===== src/core/maf_defines.vh =====
// Constants of the memory address formation block
`ifndef MAF_DEFINES_VH
`define MAF_DEFINES_VH
`define MAF_WORD_W 16
`define MAF_ADDR_W 15
`define MAF_SIGN_BIT 15
`define MAF_DI_BIT 15
`define MAF_PAGE_BIT 10
`define MAF_OFS_W 10
`define MAF_PAGE_WORDS 1024
`define MAF_LOADER_WORDS 64
`define MAF_ADDR_ACC_LO 15'h0000
`define MAF_ADDR_ACC_HI 15'h0001
`define MAF_ADDR_EXIT0 15'h0002
`define MAF_ADDR_EXIT1 15'h0003
`define MAF_ADDR_PWRFAIL 15'h0004
`define MAF_ADDR_PARITY 15'h0005
`define MAF_ADDR_DMA0 15'h0006
`define MAF_ADDR_DMA1 15'h0007
`define MAF_ADDR_INT_FIRST 15'h0008
`define MAF_ADDR_INT_LAST 15'h003F
`define MAF_FP_EXP_SIGN 0
`define MAF_FP_EXP_HI 7
`define MAF_RESET_WORD 16'h0000
`endif


===== src/core/maf_memory_address_formation.v =====
// Address formation, indirect resolution and memory access front end
// Timing: a direct reference answers one cycle after startRef, and every
// indirect level adds two cycles, one to drive the word address and one
// to take the word. The core array answers combinationally while coreRd
// stands, so its word is taken at the edge that ends the strobe.
// A request other than byteReq that arrives while busy is high is not taken; the master
// waits for busy low. Holding the chain in one sequencer keeps a single
// core port, at the price of no overlap between references.
// Locations 2 to 077 octal stay ordinary memory; isReserved only marks
// an access that lands there.
//
// Local design decisions: the strobed register port and the register addresses.
`timescale 1ns/1ns
`include "maf_defines.vh"

module maf_memory_address_formation #(
  parameter MEM_K = 32 // Installed size in K words: 4,8,12,16,24,32
) (
  input wire core_clk, // Clock, 100 MHz
  input wire reset, // Asynchronous reset, active high
  input wire loaderEnable, // Panel switch opening the loader area
  input wire startRef, // Pulse: resolve a memory reference
  input wire extRef, // 1: address word given (extended arithmetic)
  input wire [15:0] instrWord, // Instruction or address word
  input wire [14:0] progCounter, // Address of the instruction
  input wire memReq, // Pulse: plain access at accessAddr
  input wire memWrite, // Access direction, 1 writes
  input wire [14:0] accessAddr, // Address of the plain access
  input wire [15:0] writeData, // Data for a write
  input wire dblRead, // Pulse: read doubleword at accessAddr
  input wire byteReq, // Pulse: split writeData into bytes
  input wire [15:0] accLo, // First accumulator contents
  input wire [15:0] accHi, // Second accumulator contents
  input wire [15:0] coreRdata, // Core array read data
  input wire coreParityErr, // Core array parity fault
  output reg [14:0] coreAddr, // Core array address
  output reg coreRd, // Core array read strobe
  output reg coreWr, // Core array write strobe
  output reg [15:0] coreWdata, // Core array write data
  output reg accWrLo, // Write strobe, first accumulator
  output reg accWrHi, // Write strobe, second accumulator
  output reg [15:0] accWdata, // Accumulator write data
  output reg [14:0] effAddr, // Resolved effective address
  output reg refDone, // Pulse: effAddr valid
  output reg [15:0] readData, // Word read
  output reg readValid, // Pulse: readData valid
  output reg parityErr, // Pulse: parity fault on real memory
  output reg [31:0] dblData, // Doubleword, high word in 31:16
  output reg dblValid, // Pulse: dblData valid
  output reg [7:0] byteOut, // Byte for character transfer
  output reg byteValid, // Pulse: byteOut valid
  output reg isReserved, // Last address in locations 2..77 octal
  output reg busy // Sequencer busy
);

  ////////////////////////////////////////////////////////////////////////
  // States, one-hot
  // IDLE waits for a request; IND drives an indirect word address;
  // IWAIT takes the word and chains or finishes; RD and DHI drive a
  // data read (DHI the high half of a doubleword); RWAIT takes it.
  localparam S_IDLE = 6'h01;
  localparam S_IND = 6'h02;
  localparam S_IWAIT = 6'h04;
  localparam S_RD = 6'h08;
  localparam S_RWAIT = 6'h10;
  localparam S_DHI = 6'h20;

  // Size in words; loader base follows
  localparam integer MEM_SIZE = MEM_K * `MAF_PAGE_WORDS;
  localparam integer LOADER_SIZE = MEM_SIZE - `MAF_LOADER_WORDS;
  // 16 bits hold 32K exactly, which a 15-bit address could not
  localparam [15:0] MEM_WORDS = MEM_SIZE[15:0];
  localparam [15:0] LOADER_BASE = LOADER_SIZE[15:0];

  ////////////////////////////////////////////////////////////////////////
  // Nonexistent location test: beyond size or locked loader area
  // Limitation: a MEM_K outside the six legal sizes is not trapped
  function nonExist;
    input [14:0] a;
    input en;
    begin
      nonExist = ({1'b0, a} >= MEM_WORDS) ||
        (!en && {1'b0, a} >= LOADER_BASE);
    end
  endfunction

  // Accumulator window at the bottom of page zero
  function isAcc;
    input [14:0] a;
    begin
      isAcc = (a == `MAF_ADDR_ACC_LO) || (a == `MAF_ADDR_ACC_HI);
    end
  endfunction

  // Reserved area holding exit and interrupt locations
  // These stay ordinary memory; isReserved only marks an access
  function inReserved;
    input [14:0] a;
    begin
      inReserved = (a >= `MAF_ADDR_EXIT0) &&
        (a <= `MAF_ADDR_INT_LAST);
    end
  endfunction

  ////////////////////////////////////////////////////////////////////////
  // Panel switch comes from outside, two flops first
  // The lag delays a flip two cycles, so it can still act on a request already taken
  reg loadEnMeta;
  reg loadEn;
  always @(posedge core_clk or posedge reset)
  begin
    if (reset)
    begin
      loadEnMeta <= 1'b0;
      loadEn <= 1'b0;
    end
    else
    begin
      loadEnMeta <= loaderEnable;
      loadEn <= loadEnMeta;
    end
  end

  ////////////////////////////////////////////////////////////////////////
  // Direct address: page zero forces bits 10..14 low
  // Extended references bring a full 15-bit address word instead
  wire [14:0] directAddr;
  assign directAddr = instrWord[`MAF_PAGE_BIT] ?
    {progCounter[14:10], instrWord[9:0]} :
    {5'h00, instrWord[9:0]};
  wire [14:0] startAddr;
  assign startAddr = extRef ? instrWord[14:0] : directAddr;

  reg [5:0] state;
  reg [5:0] next_state;
  reg [14:0] curAddr;
  reg dblPend;
  reg [15:0] lowWord;
  reg [7:0] lowByte;
  reg bytePend;
  reg lowWordSet; // Low word of a doubleword is held

  // Word read path: accumulator, nonexistent zero, or core data
  // Accumulators win, so addresses 0 and 1 never reach the core
  wire curNx;
  assign curNx = nonExist(curAddr, loadEn);
  wire [15:0] fetched;
  assign fetched = isAcc(curAddr) ?
    (curAddr[0] ? accHi : accLo) :
    (curNx ? `MAF_RESET_WORD : coreRdata);

  ////////////////////////////////////////////////////////////////////////
  // Next state
  always @*
  begin
    next_state = state;
    case (state)
      S_IDLE:
        if (startRef)
          next_state = (instrWord[`MAF_DI_BIT]) ? S_IND : S_IDLE;
        else if (memReq && !memWrite)
          next_state = S_RD;
        else if (dblRead)
          next_state = S_RD;
      S_IND:
        next_state = S_IWAIT;
      S_IWAIT:
        // A set flag in the fetched word chains another level
        next_state = fetched[`MAF_DI_BIT] ? S_IND : S_IDLE;
      S_RD:
        next_state = S_RWAIT;
      S_RWAIT:
        next_state = dblPend ? S_DHI : S_IDLE;
      S_DHI:
        next_state = S_RWAIT;
      default:
        next_state = S_IDLE;
    endcase
  end

  ////////////////////////////////////////////////////////////////////////
  // Sequencer and datapath
  always @(posedge core_clk or posedge reset)
  begin
    if (reset)
    begin
      state <= S_IDLE;
      curAddr <= 15'h0000;
      dblPend <= 1'b0;
      lowWord <= 16'h0000;
      coreAddr <= 15'h0000;
      coreRd <= 1'b0;
      coreWr <= 1'b0;
      coreWdata <= 16'h0000;
      accWrLo <= 1'b0;
      accWrHi <= 1'b0;
      accWdata <= 16'h0000;
      effAddr <= 15'h0000;
      refDone <= 1'b0;
      readData <= 16'h0000;
      readValid <= 1'b0;
      parityErr <= 1'b0;
      dblData <= 32'h00000000;
      dblValid <= 1'b0;
      isReserved <= 1'b0;
      busy <= 1'b0;
    end
    else
    begin
      state <= next_state;
      busy <= (next_state != S_IDLE);
      // Strobes fall by default, so each stands one cycle
      coreRd <= 1'b0;
      coreWr <= 1'b0;
      accWrLo <= 1'b0;
      accWrHi <= 1'b0;
      refDone <= 1'b0;
      readValid <= 1'b0;
      parityErr <= 1'b0;
      dblValid <= 1'b0;
      case (state)
        S_IDLE:
          if (startRef)
          begin
            curAddr <= startAddr;
            isReserved <= inReserved(startAddr);
            if (!instrWord[`MAF_DI_BIT])
            begin
              effAddr <= startAddr;
              refDone <= 1'b1;
            end
          end
          else if (memReq && memWrite)
          begin
            // Writes land in an accumulator, core, or nowhere
            isReserved <= inReserved(accessAddr);
            if (isAcc(accessAddr))
            begin
              accWrLo <= ~accessAddr[0];
              accWrHi <= accessAddr[0];
              accWdata <= writeData;
            end
            else if (!nonExist(accessAddr, loadEn))
            begin
              coreAddr <= accessAddr;
              coreWdata <= writeData;
              coreWr <= 1'b1;
            end
            // Otherwise dropped; only isReserved is updated
          end
          else if (memReq || dblRead)
          begin
            curAddr <= accessAddr;
            dblPend <= dblRead;
            isReserved <= inReserved(accessAddr);
          end
        S_IND, S_RD, S_DHI:
        begin
          // Core is only strobed for real locations
          coreAddr <= curAddr;
          coreRd <= !isAcc(curAddr) && !curNx;
        end
        S_IWAIT:
        begin
          if (!isAcc(curAddr) && !curNx && coreParityErr)
            parityErr <= 1'b1;
          // The fetched word's own flag decides if the chain goes on
          curAddr <= fetched[14:0];
          if (!fetched[`MAF_DI_BIT])
          begin
            effAddr <= fetched[14:0];
            refDone <= 1'b1;
          end
        end
        S_RWAIT:
        begin
          // Parity is flagged only for real core
          if (!isAcc(curAddr) && !curNx && coreParityErr)
            parityErr <= 1'b1;
          if (dblPend)
          begin
            // Low word held; the next address gives the high word
            lowWord <= fetched;
            curAddr <= curAddr + 15'h0001;
            dblPend <= 1'b0;
          end
          else
          begin
            readData <= fetched; // Word passed whole
            readValid <= 1'b1;
            if (lowWordSet)
            begin
              // Second word closes a doubleword, high in 31:16
              dblData <= {fetched, lowWord};
              dblValid <= 1'b1;
            end
          end
        end
        default:
        begin
          // An illegal code drops any doubleword in flight
          dblPend <= 1'b0;
        end
      endcase
    end
  end

  // Marks that the low word of a doubleword is held
  always @(posedge core_clk or posedge reset)
  begin
    if (reset)
      lowWordSet <= 1'b0;
    else if (state == S_RWAIT && dblPend)
      lowWordSet <= 1'b1;
    else if (state == S_RWAIT)
      lowWordSet <= 1'b0;
  end

  ////////////////////////////////////////////////////////////////////////
  // Byte split: high byte one cycle, low byte the next
  // The low byte is kept, so writeData may move after byteReq
  always @(posedge core_clk or posedge reset)
  begin
    if (reset)
    begin
      byteOut <= 8'h00;
      byteValid <= 1'b0;
      bytePend <= 1'b0;
      lowByte <= 8'h00;
    end
    else if (bytePend)
    begin
      byteOut <= lowByte;
      byteValid <= 1'b1;
      bytePend <= 1'b0;
    end
    else if (byteReq)
    begin
      byteOut <= writeData[15:8];
      lowByte <= writeData[7:0];
      byteValid <= 1'b1;
      bytePend <= 1'b1;
    end
    else
      byteValid <= 1'b0;
  end

endmodule


===== config.mk =====
export PLATFORM = sky130hd
export DESIGN_NAME = maf_memory_address_formation
export DESIGN_NICKNAME = d
export VERILOG_FILES = /design/src/core/maf_memory_address_formation.v
export VERILOG_INCLUDE_DIRS = /design/src /design/src/core
export SDC_FILE = /design/constraint.sdc
export NUM_CORES = 1
export LEC_CHECK = 0
export BUFFER_PORTS_ARGS = -buffer_cell sky130_fd_sc_hd__buf_2
export CAP_MARGIN = 25
export CORE_MARGIN = 4
export CORE_UTILIZATION = 50
export DETAILED_ROUTE_END_ITERATION = 10
export MAX_ROUTING_LAYER = met4
export PLACE_DENSITY = 0.78
export SLEW_MARGIN = 20
export SYNTH_ARGS = -nofsm -noshare
export SYNTH_HDL_FRONTEND = slang
export SYNTH_SLANG_ARGS = --single-unit

===== constraint.sdc =====
create_clock -name core_clk -period 8 [get_ports core_clk]
set_input_delay 2 -clock core_clk [delete_from_list [all_inputs] [get_ports core_clk]]
set_output_delay 2 -clock core_clk [all_outputs]
set_load 0.02 [all_outputs]

==> out/results.txt <==
post-synthesis sequential area ratio -> 52.77%
Finished Core Util -> 62.80%
Max-cap violations -> 0
WP data required -> 8.31 ns
number of buffers created by CTS -> 17
first-pass GRT wire length -> 39.02 mm
Fill cells -> 1352
Synth Flop Type -> dfrtp_1
Max clock buf depth -> 2
yosys warns -> 0
count of cell types in the netlist -> 65
post-synthesis mux area share -> 15.41%
initial antenna violation count -> 1
DR WL/cell -> 20.17 um
run status -> complete, no violations
FP Rows -> 47
clk_lat worst skew -> 0.44 ns
Final #Nets -> 1120
Initial Util -> 51.20%
XOR/XNOR Fraction of Synth Area -> 0.5158%
fraction of layout cells with a size suffix above 1 -> 36.73%
clock sink count -> 179
die height -> 138.3 um
die area -> 19130 um^2
RSZ-0062 raised after global routing -> false
number of post-CTS setup repair buffers -> 0
top-level I/O count -> 249
Final Max Tran Viols -> 0
Layout area overhead -> 22.65%
largest family of logic cells by synthesized area -> multiplexers
vias in the first global route -> 7022
DRC viols -> 0
Hold Fails Final Rpt -> 0
Setup CP Type -> in -> reg
PwrDens -> 334.6 nW/um^2
critical-path cell list -> buf_2, nor4_4, o311a_2, mux2_2
number of synthesized register bits -> 179
post-synthesis simple-gate area fraction -> 13.13%
crit path max fanout -> 34
Slowest Stage Delay on Critical Path -> 0.85 ns
Post-synth ARST share -> 100.0%
CTS clk-pin slew, worst paths -> 0.07 ns
root buffer cell -> clkbuf_16
slowest CP cell -> o311a_2
Vias -> 7242
Worst slew margin -> 34.93%
WHS -> 0.3507 ns
GRT Util Overall -> 26.36%
FMAX -> 0.2719 GHz
Worst Path Arrival -> 3.99 ns
Post-Syn Nets -> 910
Post-CTS Resized -> 0
CORE AREA -> 16580 um^2
count of input and output buffers -> 238
hold_buf cts -> 0
Max Clock Skew -> 0.01669 ns
Pre-antenna DRT Iters -> 6
Hold/Removal Path Class -> reg -> reg
Final Worst Setup Slack -> 4.323 ns
Synth Area in Adders -> 0.4421%
Synth Area in Compound Gates -> 14.12%
largest net degree at the start of global routing -> 111
GR Overflow Total -> 0
Clock H-tree levels -> 4
number of DRC markers in iteration 0 -> 712
Final setup viols -> 0
syn avg cell area -> 10.79 um^2
Setup TNS -> 0 ns
fin crit period -> 3.677 ns
Post-Route WL -> 24.84 mm
Tcrit/Tclk final -> 45.97%
number of synthesized flops with an enable pin -> 0
Mapped Area -> 8491 um^2
Die X -> 138.3 um
critical path startpoint category -> input port
DRT antenna net count -> 0
LEAKAGE -> 5.032 nW
VDD IR max -> 0.1792 mV
TritonCTS clock tree -> done
detailed placer's ending HPWL -> 17.89 mm
GP Congestion -> 0.9307
Mapped Cells -> 787
Place WS -> 3.877 ns
vias per cell -> 5.883
worst slew pin tran -> 0.9761 ns
CP endpoint kind -> flip-flop
flip-flops by register name (all words and copies together) (netlist names), 6 cells and up:
name,flops
lowWord,16
effAddr,15
coreWdata,16
dblData,32
accWdata,16
lowByte,8
byteOut,8
readData,16
state,6
curAddr,15
coreAddr,15
cell families after synthesis:
family                     after synthesis
AOI/OAI and AO/OA                      185
xor gates and xnor gates                 5
adders and majority gates                3
buffers and inverters                   67
DFF                                    179
muxes                                  120
and+or+nand+nor                        228
final timing paths:
kind                       cells after the start                        end                 start  slack (ns)
min in group asynchronous                      2  coreWdata[14]$_DFFE_PP0P_                 reset        1.52
setup reg to reg                               5     effAddr[5]$_DFFE_PP0P_    state[1]$_DFF_PP0_        4.81
hold / removal                                 0           loadEn$_DFF_PP0_  loadEnMeta$_DFF_PP0_        0.35
max in group asynchronous                      4     curAddr[6]$_DFFE_PP0P_                 reset        4.89
setup / recovery                               4   coreWdata[2]$_DFFE_PP0P_              startRef        4.32
hold reg to reg                                0           loadEn$_DFF_PP0_  loadEnMeta$_DFF_PP0_        0.35
placed cells by master (no fill, tap or decap), types with 10 or more instances in the layout:
cell type / count
dfrtp_1: 178
nand2_1: 83
buf_2: 238
nand3_1: 18
o211ai_1: 16
inv_1: 12
a21oi_1: 29
and2_1: 17
mux2i_1: 34
o21ai_0: 62
nor2_1: 47
mux2_2: 79
nor4_1: 10
nor3_1: 15
clkbuf_16: 17
a31oi_1: 21
Yosys cell counts (5+ instances only):
cell type | count | area share, %
mux2_2 | 79 | 10
dfrtp_1 | 178 | 52
nor2_1 | 48 | 2.1
o31ai_1 | 8 | 0.71
nor4_1 | 10 | 0.74
nand3_1 | 18 | 1.1
buf_2 | 8 | 0.47
nor3_1 | 15 | 0.88
nand2_1 | 83 | 3.7
clkbuf_1 | 35 | 1.5
and2_1 | 17 | 1.3
or3_1 | 5 | 0.37
o21ai_0 | 62 | 3.7
o221ai_1 | 8 | 0.83
inv_1 | 13 | 0.57
nand4_1 | 5 | 0.37
mux2i_1 | 34 | 4.0
o211ai_1 | 16 | 1.4
a21oi_1 | 29 | 1.7
a31oi_1 | 21 | 1.5
mux2_1 | 7 | 0.93
stage by stage:
stage | cell area [um^2] | instances | total power, W
2_1_floorplan | 8491 | 787 | 0.002205
3_3_place_gp | 9746 | 1196 | 0.002591
3_5_place_dp | 9757 | 1197 | 0.002639
4_1_cts | 10380 | 1229 | 0.003493
5_1_grt | 10410 | 1231 | 0.003669
6_report | 10410 | 1231 | 0.003484
final cells by class:
| class | count | area [um^2] | share of cell area (%) |
|---|---|---|---|
| repair buffers | 245 | 1267 | 12.17 |
| clock inverters | 15 | 201.4 | 1.934 |
| well taps | 220 | 275.3 | 2.643 |
| inverters | 13 | 53.80 | 0.5166 |
| clock buffers | 17 | 425.4 | 4.085 |
| diodes | 1 | 2.502 | 0.02403 |
| flip-flops and latches | 179 | 4481 | 43.03 |
| multi-input cells | 541 | 3707 | 35.60 |
worst max-delay path, delay by kind of cell:
family / cells / cell delay [ns]
compound gates: 1 / 0.85
buf+inv: 1 / 0.29
mux: 1 / 0.42
simple gates: 1 / 0.41
power by group:
| part | leakage, nW | switching (W) | internal (W) |
|---|---|---|---|
| combinational | 2.61 | 0.000754 | 0.000471 |
| clock | 0.302 | 0.000419 | 0.000429 |
| sequential | 2.12 | 0.000226 | 0.00118 |
routing by layer:
| metal | wire length (um) | vias to the layer above | GRT usage, % |
|---|---|---|---|
| met2 | 12310 | 349 | 42.01 |
| met3 | 1692 | 51 | 4.489 |
| met4 | 637 | 0 | 8.840 |
| met5 | 0 | - | - |
| li1 | - | 3285 | - |
| met1 | 10200 | 3557 | 34.58 |
Note: power is estimated with default switching activity, not from simulation.
